File: config.mk
export PLATFORM = sky130hd
export DESIGN_NAME = adp_anc_detect
export DESIGN_NICKNAME = d
export VERILOG_FILES = /design/src/adp_pkg.sv /design/src/adp_anc_parser.sv /design/src/adp_anc_detect.sv
export SDC_FILE = /design/constraint.sdc
export NUM_CORES = 1
export LEC_CHECK = 0
export BUFFER_PORTS_ARGS = -buffer_cell sky130_fd_sc_hd__buf_2
export CORE_ASPECT_RATIO = 2
export CORE_UTILIZATION = 66
export DETAILED_ROUTE_END_ITERATION = 10
export PLACE_DENSITY = 0.85
export SLEW_MARGIN = 20
export SYNTH_ARGS = -nofsm -noshare
export SYNTH_HDL_FRONTEND = slang
export SYNTH_SLANG_ARGS = --single-unit
File: constraint.sdc
create_clock -name I_CORE_CLK -period 25.1 [get_ports I_CORE_CLK]
set_clock_uncertainty 0.15 [all_clocks]
set_input_delay 5.02 -clock I_CORE_CLK [delete_from_list [all_inputs] [get_ports I_CORE_CLK]]
set_output_delay 5.02 -clock I_CORE_CLK [all_outputs]
set_load 0.05 [all_outputs]
File: src/adp_pkg.sv
// package for the ancillary packet detector and payload identifier extractor
// assumes a word-aligned 10-bit smpte luma/chroma stream on the pixel clock
// Functional notes
// - flag ancillary packets in any blanking region
// - flags change synchronously with pixel clock
// - hd: each flag follows its own stream
// - sd 20-bit: flags driven independently per stream
// - sd 10-bit: both flags raised together
// - flag spans preamble first word to checksum
// - five match slots, did high sdid low
// - flag only on a did/sdid slot match or with all slots zero
// - zero did or sdid is a wildcard
// - all slots zero flags everything, reset default
// - some slots programmed: only matches flagged
// - edh packets always detected internally
// - capture four payload id words to registers
// - update payload id only on good checksum
// - clear payload id on reset, unlock, bypass
// - clear payload id after two frames missing
// - active only in smpte processing mode
package adp_pkg;
    // register offsets on the host register port
    localparam logic [7:0]  ADDR_SLOT_1     = 8'h05;
    localparam logic [7:0]  ADDR_SLOT_5     = 8'h09;
    localparam logic [7:0]  ADDR_PID_LOW    = 8'h0c;
    localparam logic [7:0]  ADDR_PID_HIGH   = 8'h0d;
    localparam int          NUM_SLOTS       = 5;
    localparam logic [15:0] SLOT_RESET      = 16'h0000;
    localparam logic [15:0] PID_RESET       = 16'h0000;
    // slot field layout
    localparam int          SLOT_DID_LSB    = 8;
    localparam int          SLOT_SDID_LSB   = 0;
    // ancillary data flag words
    localparam logic [9:0]  ADF0            = 10'h000;
    localparam logic [9:0]  ADF1            = 10'h3ff;
    // word positions inside a packet, counted from the first preamble word
    localparam logic [8:0]  POS_DID         = 9'h003;
    localparam logic [8:0]  POS_UDW         = 9'h006;
    // payload identifier and edh packet identity
    localparam logic [7:0]  PID_DID         = 8'h41;
    localparam logic [7:0]  PID_SDID        = 8'h01;
    localparam logic [7:0]  PID_DC          = 8'h04;
    localparam logic [7:0]  EDH_DID         = 8'hf4;
    // frame boundaries tolerated without a payload id packet
    localparam logic [1:0]  PID_TIMEOUT_FRM = 2'h2;
    // parser delay line depth; the output register adds one more cycle of delay
    localparam int          PIPE_DEPTH      = 6;
endpackage : adp_pkg

File: src/adp_anc_parser.sv
// one-stream ancillary packet parser with a short delay line
// assumes word-aligned 10-bit data on the same clock, no synchroniser needed
`timescale 1ns/1ps
module adp_anc_parser
(
    // clock and reset
    input  wire logic       i_clk,
    input  wire logic       i_rst,
    // stream in
    input  wire logic       i_enable,
    input  wire logic [9:0] i_data,
    // delayed stream and live packet view
    output logic      [9:0] o_data,
    output logic            o_in_packet,
    output logic      [7:0] o_did,
    output logic      [7:0] o_sdid,
    // end-of-packet report
    output logic            o_done,
    output logic            o_csum_ok,
    output logic     [31:0] o_udw
);
    // delay line, index 0 newest
    logic [9:0]  sr_reg [adp_pkg::PIPE_DEPTH];
    logic        act_reg;          // inside a packet
    logic [8:0]  pos_reg;          // position of the oldest word in the packet
    logic [7:0]  len_reg;          // data count of the packet
    logic [7:0]  did_reg;
    logic [7:0]  sdid_reg;
    logic [8:0]  sum_reg;          // running checksum
    logic        done_reg;
    logic        ok_reg;
    logic [31:0] udw_reg;

    // header seen with its first preamble word at the output tap
    wire         hdr_hit   = i_enable && !act_reg && sr_reg[5] == adp_pkg::ADF0
                             && sr_reg[4] == adp_pkg::ADF1 && sr_reg[3] == adp_pkg::ADF1;
    wire  [8:0]  csum_pos  = adp_pkg::POS_UDW + {1'b0, len_reg};
    wire         at_csum   = act_reg && pos_reg == csum_pos;
    wire         in_sum    = act_reg && pos_reg >= adp_pkg::POS_DID && pos_reg < csum_pos;
    wire  [8:0]  udw_idx   = pos_reg - adp_pkg::POS_UDW;
    wire         at_udw    = act_reg && pos_reg >= adp_pkg::POS_UDW && udw_idx < 9'h004
                             && pos_reg < csum_pos;
    wire  [8:0]  sum_next  = sum_reg + sr_reg[5][8:0];
    // low eight bits only, parity bits ignored
    wire  [7:0]  did_live  = hdr_hit ? sr_reg[2][7:0] : did_reg;
    wire  [7:0]  sdid_live = hdr_hit ? sr_reg[1][7:0] : sdid_reg;

    // live outputs: flag spans first preamble word through checksum
    assign o_data      = sr_reg[5];
    assign o_in_packet = hdr_hit || act_reg;
    assign o_did       = did_live;
    assign o_sdid      = sdid_live;
    assign o_done      = done_reg;
    assign o_csum_ok   = ok_reg;
    assign o_udw       = udw_reg;

    // delay line shift
    always_ff @(posedge i_clk or posedge i_rst)
    begin
        if (i_rst)
        begin
            for (int i = 0; i < adp_pkg::PIPE_DEPTH; i++)
                sr_reg[i] <= 10'h000;
        end
        else
        begin
            sr_reg[0] <= i_data;
            for (int i = 1; i < adp_pkg::PIPE_DEPTH; i++)
                sr_reg[i] <= sr_reg[i-1];
        end
    end

    // packet walk and checksum
    always_ff @(posedge i_clk or posedge i_rst)
    begin
        if (i_rst)
        begin
            act_reg  <= 1'b0;
            pos_reg  <= 9'h000;
            len_reg  <= 8'h00;
            did_reg  <= 8'h00;
            sdid_reg <= 8'h00;
            sum_reg  <= 9'h000;
            done_reg <= 1'b0;
            ok_reg   <= 1'b0;
            udw_reg  <= 32'h0000_0000;
        end
        else
        begin
            done_reg <= at_csum;
            if (!i_enable)
                act_reg <= 1'b0;                     // mode left: abandon packet
            else if (hdr_hit)
            begin
                act_reg  <= 1'b1;
                pos_reg  <= 9'h001;
                len_reg  <= sr_reg[0][7:0];          // data count word
                did_reg  <= did_live;
                sdid_reg <= sdid_live;
                sum_reg  <= 9'h000;
            end
            else if (act_reg)
            begin
                pos_reg <= pos_reg + 9'h001;
                if (in_sum)
                    sum_reg <= sum_next;
                if (at_udw)
                    udw_reg[udw_idx[1:0]*8 +: 8] <= sr_reg[5][7:0];
                if (at_csum)
                begin
                    act_reg <= 1'b0;
                    ok_reg  <= sr_reg[5] == {~sum_reg[8], sum_reg};
                end
            end
        end
    end
endmodule : adp_anc_parser

File: src/adp_anc_detect.sv
// ancillary flag generation, match filtering and payload id extraction
// assumes pins are asynchronous (synchronised here) and frame strobe is local
`timescale 1ns/1ps
module adp_anc_detect
(
    // clock and reset
    input  wire logic        I_CORE_CLK,
    input  wire logic        I_RST,
    // video stream from the word aligner
    input  wire logic  [9:0] I_LUMA_DATA,
    input  wire logic  [9:0] I_CHROMA_DATA,
    input  wire logic        I_FRAME_START,
    // mode pins
    input  wire logic        I_RATE_SELECT,
    input  wire logic        I_MUX_10BIT,
    input  wire logic        I_LOCK_INDICATOR,
    input  wire logic        I_PROCESSING_ENABLE,
    input  wire logic        I_SMPTE_MODE,
    // host register port
    input  wire logic  [7:0] I_HOST_ADDR,
    input  wire logic        I_HOST_WR,
    input  wire logic        I_HOST_RD,
    input  wire logic [15:0] I_HOST_WDATA,
    output logic      [15:0] O_HOST_RDATA,
    // delayed video and flags
    output logic       [9:0] O_LUMA_DATA,
    output logic       [9:0] O_CHROMA_DATA,
    output logic             O_LUMA_ANC_FLAG,
    output logic             O_CHROMA_ANC_FLAG,
    output logic             O_EDH_DETECT
);
    // slot match: zero fields are wildcards, an all-zero slot never matches
    function automatic logic slot_match(input logic [15:0] slot, input logic [7:0] did,
                                        input logic [7:0] sdid);
        logic [7:0] s_did;
        logic [7:0] s_sdid;
        s_did  = slot[adp_pkg::SLOT_DID_LSB +: 8];
        s_sdid = slot[adp_pkg::SLOT_SDID_LSB +: 8];
        return (slot != 16'h0000)
            && (s_did == 8'h00 || s_did == did)
            && (s_sdid == 8'h00 || s_sdid == sdid);
    endfunction : slot_match

    // match against all slots, or pass everything when all are zero
    function automatic logic any_match(input logic [15:0] s [adp_pkg::NUM_SLOTS],
                                       input logic [7:0] did, input logic [7:0] sdid);
        logic hit;
        logic all_zero;
        hit      = 1'b0;
        all_zero = 1'b1;
        for (int i = 0; i < adp_pkg::NUM_SLOTS; i++)
        begin
            hit      = hit | slot_match(s[i], did, sdid);
            all_zero = all_zero & (s[i] == 16'h0000);
        end
        return hit | all_zero;
    endfunction : any_match

    // pin synchronisers: rate, mux, lock, enable, smpte
    logic [4:0]  sync1_reg;        // first stage, read only by sync2_reg
    logic [4:0]  sync2_reg;
    // match slots, did in high byte, sdid in low byte
    logic [15:0] slot_reg [adp_pkg::NUM_SLOTS];
    logic [15:0] pid_low_reg;      // payload id bytes 1 and 2
    logic [15:0] pid_high_reg;     // payload id bytes 3 and 4
    logic [1:0]  tmo_cnt_reg;      // frame boundaries since last good packet or timeout
    logic [15:0] rdata_reg;
    logic        luma_flag_reg;
    logic        chroma_flag_reg;
    logic        edh_reg;
    logic [9:0]  luma_out_reg;
    logic [9:0]  chroma_out_reg;

    // parser connections
    logic [9:0]  l_data;
    logic [9:0]  c_data;
    logic        l_live;
    logic        c_live;
    logic [7:0]  l_did;
    logic [7:0]  l_sdid;
    logic [7:0]  c_did;
    logic [7:0]  c_sdid;
    logic        l_done;
    logic        l_ok;
    logic [31:0] l_udw;
    logic        c_done;
    logic        c_ok;
    logic [31:0] c_udw;

    // decoded mode
    wire         rate_q   = sync2_reg[0];
    wire         mux_q    = sync2_reg[1];
    wire         lock_q   = sync2_reg[2];
    wire         proc_q   = sync2_reg[3];
    wire         smpte_q  = sync2_reg[4];
    wire         proc_on  = proc_q && smpte_q;
    wire         sd_mux   = rate_q && mux_q;             // single muxed stream
    wire         l_match  = any_match(slot_reg, l_did, l_sdid);
    wire         c_match  = any_match(slot_reg, c_did, c_sdid);
    wire         l_flag   = proc_on && l_live && l_match;
    wire         c_flag   = proc_on && c_live && c_match && !sd_mux;
    // both flags together in muxed sd, otherwise independent
    wire         luma_nx  = l_flag;
    wire         chr_nx   = sd_mux ? l_flag : c_flag;
    // edh packets seen regardless of the slots
    wire         edh_nx   = proc_on && ((l_live && l_did == adp_pkg::EDH_DID)
                            || (c_live && c_did == adp_pkg::EDH_DID && !sd_mux));
    // payload id accepted only with the right header and a good checksum
    wire         pid_load = proc_on && l_done && l_ok && l_did == adp_pkg::PID_DID
                            && l_sdid == adp_pkg::PID_SDID;
    wire         tmo_hit  = I_FRAME_START && tmo_cnt_reg == adp_pkg::PID_TIMEOUT_FRM;
    wire         pid_clr  = !lock_q || !proc_q || tmo_hit;
    wire         slot_wr  = I_HOST_WR && I_HOST_ADDR >= adp_pkg::ADDR_SLOT_1
                            && I_HOST_ADDR <= adp_pkg::ADDR_SLOT_5;
    wire  [7:0]  slot_idx = I_HOST_ADDR - adp_pkg::ADDR_SLOT_1;
    wire  [15:0] rd_mux   = (I_HOST_ADDR == adp_pkg::ADDR_PID_LOW)  ? pid_low_reg  :
                            (I_HOST_ADDR == adp_pkg::ADDR_PID_HIGH) ? pid_high_reg :
                            slot_wr || (I_HOST_ADDR >= adp_pkg::ADDR_SLOT_1
                            && I_HOST_ADDR <= adp_pkg::ADDR_SLOT_5)
                            ? slot_reg[slot_idx[2:0]] : 16'h0000;

    // luma stream parser, carries the payload id packet
    adp_anc_parser u_luma
    (
        .i_clk       (I_CORE_CLK),
        .i_rst       (I_RST),
        .i_enable    (proc_on),
        .i_data      (I_LUMA_DATA),
        .o_data      (l_data),
        .o_in_packet (l_live),
        .o_did       (l_did),
        .o_sdid      (l_sdid),
        .o_done      (l_done),
        .o_csum_ok   (l_ok),
        .o_udw       (l_udw)
    );

    // chroma stream parser
    adp_anc_parser u_chroma
    (
        .i_clk       (I_CORE_CLK),
        .i_rst       (I_RST),
        .i_enable    (proc_on),
        .i_data      (I_CHROMA_DATA),
        .o_data      (c_data),
        .o_in_packet (c_live),
        .o_did       (c_did),
        .o_sdid      (c_sdid),
        .o_done      (c_done),
        .o_csum_ok   (c_ok),
        .o_udw       (c_udw)
    );

    // two-stage pin synchroniser
    always_ff @(posedge I_CORE_CLK or posedge I_RST)
    begin
        if (I_RST)
        begin
            sync1_reg <= 5'h00;
            sync2_reg <= 5'h00;
        end
        else
        begin
            sync1_reg <= {I_SMPTE_MODE, I_PROCESSING_ENABLE, I_LOCK_INDICATOR,
                          I_MUX_10BIT, I_RATE_SELECT};
            sync2_reg <= sync1_reg;
        end
    end

    // host writes to the match slots
    always_ff @(posedge I_CORE_CLK or posedge I_RST)
    begin
        if (I_RST)
        begin
            for (int i = 0; i < adp_pkg::NUM_SLOTS; i++)
                slot_reg[i] <= adp_pkg::SLOT_RESET;
        end
        else if (slot_wr)
            slot_reg[slot_idx[2:0]] <= I_HOST_WDATA;
    end

    // host read data, one cycle after the read strobe
    always_ff @(posedge I_CORE_CLK or posedge I_RST)
    begin
        if (I_RST)
            rdata_reg <= 16'h0000;
        else if (I_HOST_RD)
            rdata_reg <= rd_mux;
    end

    // payload id capture; a good packet wins over a clear in the same cycle
    always_ff @(posedge I_CORE_CLK or posedge I_RST)
    begin
        if (I_RST)
        begin
            pid_low_reg  <= adp_pkg::PID_RESET;
            pid_high_reg <= adp_pkg::PID_RESET;
        end
        else if (pid_load)
        begin
            pid_low_reg  <= l_udw[15:0];
            pid_high_reg <= l_udw[31:16];
        end
        else if (pid_clr)
        begin
            pid_low_reg  <= adp_pkg::PID_RESET;
            pid_high_reg <= adp_pkg::PID_RESET;
        end
    end

    // frame boundary counter for the missing-packet timeout
    always_ff @(posedge I_CORE_CLK or posedge I_RST)
    begin
        if (I_RST)
            tmo_cnt_reg <= 2'h0;
        else if (pid_load || tmo_hit)
            tmo_cnt_reg <= 2'h0;
        else if (I_FRAME_START)
            tmo_cnt_reg <= tmo_cnt_reg + 2'h1;
    end

    // flag and data output registers, aligned with the delayed stream
    always_ff @(posedge I_CORE_CLK or posedge I_RST)
    begin
        if (I_RST)
        begin
            luma_flag_reg   <= 1'b0;
            chroma_flag_reg <= 1'b0;
            edh_reg         <= 1'b0;
            luma_out_reg    <= 10'h000;
            chroma_out_reg  <= 10'h000;
        end
        else
        begin
            luma_flag_reg   <= luma_nx;
            chroma_flag_reg <= chr_nx;
            edh_reg         <= edh_nx;
            luma_out_reg    <= l_data;
            chroma_out_reg  <= c_data;
        end
    end

    assign O_HOST_RDATA      = rdata_reg;
    assign O_LUMA_DATA       = luma_out_reg;
    assign O_CHROMA_DATA     = chroma_out_reg;
    assign O_LUMA_ANC_FLAG   = luma_flag_reg;
    assign O_CHROMA_ANC_FLAG = chroma_flag_reg;
    assign O_EDH_DETECT      = edh_reg;
endmodule : adp_anc_detect

==> impl_metrics.json, run 1 <==
{
  "root_buffer": "clkbuf_16",
  "layout_commonest_cell": "dfrtp_1",
  "grt_usage_pct": 43.5,
  "final_cell_mix": "dfrtp_1, nand2_1, inv_1",
  "drv_cap": 0,
  "clock_latency_ns": 0.54,
  "clk_pin_slew_ns": 0.06,
  "rows": 89,
  "yosys_warnings": 0,
  "max_freq_ghz": 0.117,
  "die_w_um": 124,
  "synth_flop_cell": "dfrtp_1",
  "drt_drc_violations_left": 0,
  "worst_slew_margin_rel_pct": 22.2,
  "wl_met1_mm": 21.4,
  "final-setup-viol-count": 0,
  "cts_tree": "yes",
  "criticalPathCategory": "in -> reg",
  "ys_async_sr_fraction_pct": 100,
  "irDropWorstVdd_mv": 0.0682,
  "hold_path_depth": 0,
  "slew_violations": 0,
  "synth_nets": 2066,
  "synth-edff-count": 0,
  "final_net_count": 2084,
  "globalRouteOverflowTotal": 0,
  "clock_path_buffers": 3,
  "min_path_type": "reg -> reg",
  "r2r_cells": 10,
  "synth_top_area_share_pct": 50.0,
  "ys_ff_latch": 394,
  "dpl_cell_area_mm2": 0.0203,
  "initial_core_util_pct": 67.1,
  "synth.largest_area_cell": "dfrtp_1",
  "die_area_mm2": 0.0306,
  "endpoint_kind": "flip-flop",
  "wl_met3_mm": 4.64,
  "period_share_pct": 34.2,
  "coreArea_mm2": 0.0294,
  "tightest_slew_ns": 1.17,
  "num_vias": 16300,
  "grt_pass1_wl_mm": 98.8,
  "cts_buffers": 36,
  "cts_sinks": 394,
  "dr.pass1.iters": 8,
  "drive_above_1_share_pct": 13.2,
  "cts_htree_levels": 2,
  "status": "finished clean",
  "first_global_vias": 16700,
  "ant_nets": 0,
  "ys_seq_area_share_pct": 50.0,
  "dp_hpwl_mm": 48.0,
  "worstPathArrival_ns": 8.84,
  "die_h_um": 246,
  "dr_wl_met2_mm": 33.1,
  "power_leakage_nw": 9.88,
  "synthTopCellsByArea": "dfrtp_1, nand2_1, xnor2_1",
  "finalWorstSetupSlack_ns": 16.52,
  "cts_hold_buf": 0,
  "pin_count": 93,
  "routed_wl_mm": 66.1,
  "io_buffers": 92,
  "cts_resized": 0,
  "drt_iter0_drc": 1645,
  "via_per_inst": 6.83,
  "hold_violations": 0,
  "ys_types": 81,
  "rsz0062_at_grt": "false",
  "crit_path_max_fanout": 36,
  "netlist_instances": 1979,
  "final_cell_area_mm2": 0.0215,
  "gp_congestion": 0.998,
  "crit_required_ns": 25.37,
  "cts_setup_buffers": 0,
  "area_delta_synth_final_pct": 8.96,
  "avgSynthCellArea_um2": 9.96,
  "largest_reg_flops": 80,
  "wl_per_cell_um": 27.7,
  "antenna_found_initial": 3,
  "preCtsSetupSlack_ns": 16.11,
  "top_layer_used": "met5",
  "syn_area_mm2": 0.0197,
  "startpoint_type": "input port",
  "grt_max_degree": 192,
  "min_period_ns": 8.58,
  "fin_setup_tns_ns": 0,
  "powerDensity_mw_per_mm2": 64.1
}
==> per-stage QoR <==
stage | instances | util [%] | power (W) | hold slack, ns
floorplan | 1979 | - | 0.000768 | 0.181
global placement | 2323 | 69.0 | 0.000813 | 0.182
detailed placement | 2323 | 69.0 | 0.000817 | 0.186
CTS | 2383 | 73.0 | 0.00138 | 0.199
global route | 2385 | 73.1 | 0.00141 | 0.208
finish | 2385 | 73.1 | 0.00138 | 0.198
==> cell families after synthesis <==
logic type               count (synthesis)  synth area share [%]
AND/OR/NAND/NOR                        569                  14.1
AO/OA/AOI/OAI                          396                  13.2
flip-flops                             394                  50.0
buffers and inverters                  282                  5.73
XOR/XNOR                               172                  7.64
multiplexers                           133                  7.23
adder cells (fa/ha/maj)                 33                  2.13
==> synth_stat cells, types with 6 or more instances <==
cell / number
a22o_1: 9
o21ai_0: 112
buf_1: 11
o21ai_1: 31
nor2_1: 61
clkbuf_1: 110
a221oi_1: 10
buf_6: 8
and2_1: 14
o31ai_1: 10
o22ai_1: 36
mux2i_1: 60
o2bb2ai_1: 8
and3_1: 6
xnor2_1: 101
ha_1: 32
o221ai_1: 19
a2111oi_0: 9
or3_1: 7
dfrtp_1: 394
o2111ai_1: 8
o211ai_1: 7
buf_2: 6
a21oi_1: 57
inv_1: 145
nand3_1: 46
or4_1: 6
nor4_1: 44
xor2_1: 71
a222oi_1: 16
and4_1: 6
nor3_1: 23
mux2_2: 72
nor2b_1: 21
a31oi_1: 7
nand4_1: 50
nand2_1: 258
==> layout make-up <==
type	count	area, µm²
fillers	2063	7910
clock buffers	47	1000
flip-flops and latches	394	9860
inverters	146	556
clock inverters	13	191
diodes	2	5.00
well taps	364	455
repair buffers	116	653
multi-input cells	1303	8760
==> routing by layer <==
| metal | vias up | GRT usage (%) |
|---|---|---|
| met2 | 941 | 74.4 |
| met5 | - | 0 |
| met3 | 366 | 7.58 |
| met4 | 2 | 41.9 |
| li1 | 6950 | - |
| met1 | 8031 | 44.4 |
==> critical path, cell delays in order <==
cell	delay (ns)
buf_2	0.50
inv_1	0.23
ha_1	0.32
xor2_2	0.14
buf_4	0.30
nor2_1	0.12
nor3_4	0.63
nand2_1	0.26
or4_1	0.86
mux2_2	0.43
==> power breakdown <==
part / switching (W) / internal [W]
combinational: 0.0000703 / 0.0000408
clock: 0.000242 / 0.000325
sequential: 0.0000432 / 0.000656
==> final timing paths <==
| check | slack, ns | start | to |
|---|---|---|---|
| setup reg to reg | 19.83 | u_luma.o_data[6] | O_CHROMA_ANC_FLAG |
| hold / removal | 0.20 | sync1_reg[1] | sync2_reg[1] |
| min in group asynchronous | 4.47 | I_RST | tmo_cnt_reg[0] |
| max in group asynchronous | 18.72 | I_RST | u_chroma.sdid_reg[4] |
| hold reg to reg | 0.20 | sync1_reg[1] | sync2_reg[1] |
| setup / recovery | 16.52 | I_HOST_ADDR[0] | slot_reg[32] |
Power figures use the tool's default switching activity.
==> run 2, diff against run 1 <==
- CORE_UTILIZATION: 66 -> 62
- PLACE_DENSITY: 0.85 -> 0.8
- clock period: 25.1 -> 8 ns (I/O delays scaled with it)
==> impl_metrics.json, run 2 (synthesis results as in run 1) <==
{
  "cts_tree": "yes",
  "tightest_slew_ns": 1.18,
  "cts_hold_buf": 0,
  "startpoint_type": "input port",
  "cts_buffers": 36,
  "reg2reg_from": "u_luma.o_data[1]",
  "final_net_count": 2082,
  "irDropWorstVdd_mv": 0.207,
  "period_share_pct": 65.6,
  "cts_resized": 0,
  "crit_path_max_fanout": 36,
  "drt_drc_violations_left": 0,
  "die_h_um": 254,
  "largest_reg_flops": 80,
  "worst_slew_margin_rel_pct": 19.6,
  "final-setup-viol-count": 0,
  "min_path_type": "reg -> reg",
  "r2r_cells": 10,
  "cts_htree_levels": 2,
  "status": "finished clean",
  "crit_required_ns": 8.27,
  "io_buffers": 92,
  "rr_endpoint": "O_CHROMA_ANC_FLAG",
  "grt_max_degree": 180,
  "num_vias": 16000,
  "pin_count": 93,
  "endpoint_kind": "flip-flop",
  "r2r_slack_ns": 3.38,
  "dp_hpwl_mm": 47.8,
  "layout_commonest_cell": "dfrtp_1",
  "grt_pass1_wl_mm": 98.3,
  "coreArea_mm2": 0.0314,
  "rows": 92,
  "wl_per_cell_um": 26.9,
  "globalRouteOverflowTotal": 0,
  "area_delta_synth_final_pct": 9.34,
  "clk_pin_slew_ns": 0.06,
  "hold_violations": 0,
  "worstPathArrival_ns": 5.52,
  "drv_cap": 0,
  "crit_end": "slot_reg[36]",
  "rsz0062_at_grt": "false",
  "min_period_ns": 5.25,
  "first_global_vias": 16300,
  "die_w_um": 128,
  "via_per_inst": 6.55,
  "antenna_found_initial": 0,
  "power_leakage_nw": 9.89,
  "gp_congestion": 1.03,
  "drt_iter0_drc": 1477,
  "drive_above_1_share_pct": 13.3,
  "cts_setup_buffers": 0,
  "diodes": 0,
  "routed_wl_mm": 65.6,
  "dr.pass1.iters": 8,
  "final_cell_mix": "dfrtp_1, nand2_1, inv_1",
  "grt_usage_pct": 41.5,
  "clock_path_buffers": 3,
  "clock_latency_ns": 0.54,
  "crit_start": "I_HOST_ADDR[0]",
  "die_area_mm2": 0.0326,
  "cts_sinks": 394,
  "fin_setup_tns_ns": 0,
  "criticalPathCategory": "in -> reg",
  "max_freq_ghz": 0.191,
  "initial_core_util_pct": 62.7,
  "whs_ns": 0.200,
  "fill_cells": 2422,
  "slew_violations": 0,
  "root_buffer": "clkbuf_16",
  "powerDensity_mw_per_mm2": 202,
  "ant_nets": 0
}
==> run 2: through the flow <==
step           utilization [%]  setup slack (ns)  instance area, µm²  cells  power (W)
6_report                  68.6              2.75               21600   2443    0.00435
5_1_grt                   68.6              2.63               21600   2443    0.00447
4_1_cts                   68.6              2.53               21500   2443    0.00435
3_5_place_dp              64.7              1.97               20300   2380    0.00256
3_3_place_gp              64.7              2.06               20300   2380    0.00255
2_1_floorplan                -             0.948               19700   1979    0.00241
==> run 2: worst min path at each step <==
stage	startpoint	endpoint	slack, ns	cells past startpoint
2_1_floorplan	sync1_reg[0]	sync2_reg[0]	0.18	0
3_3_place_gp	sync1_reg[1]	sync2_reg[1]	0.18	0
3_5_place_dp	u_chroma.sr_reg[38]	u_chroma.sr_reg[28]	0.19	0
4_1_cts	sync1_reg[1]	sync2_reg[1]	0.20	0
5_1_grt	sync1_reg[0]	sync2_reg[0]	0.20	0
6_report	sync1_reg[1]	sync2_reg[1]	0.20	0
==> run 2: final cells by class <==
type | instances | area, µm² | share of cell area, %
timing repair buffer | 114 | 642 | 2.98
clock inverter | 16 | 200 | 0.929
multi-input combinational | 1303 | 8750 | 40.6
sequential | 394 | 9860 | 45.7
inverter | 146 | 552 | 2.56
tap | 423 | 529 | 2.45
clock buffer | 47 | 1020 | 4.75
==> run 2: layer usage <==
metal	up-vias	global-route usage (%)	part of all wire, %	routed length, µm
met5	-	0	0	0
met3	376	6.48	6.0	3920
met4	0	36.7	10	6890
met1	7852	43.0	33	21900
met2	812	72.3	50	33000
li1	6951	-	-	-
==> run 2: critical path: stages <==
cell     delay [ns]
buf_2          0.54
inv_1          0.24
ha_1           0.32
xor2_2         0.14
buf_4          0.31
nor2_1         0.12
nor3_4         0.65
nand2_1        0.26
or4_1          0.89
mux2_2         0.44
==> run 2: where the power goes <==
part / leakage [nW] / internal [W] / switching, W / total, W
Sequential: 5.01 / 0.00206 / 0.000138 / 0.00220
Combinational: 4.28 / 0.000128 / 0.000216 / 0.000343
Clock: 0.602 / 0.00104 / 0.000768 / 0.00181
Total: 9.89 / 0.00322 / 0.00112 / 0.00435
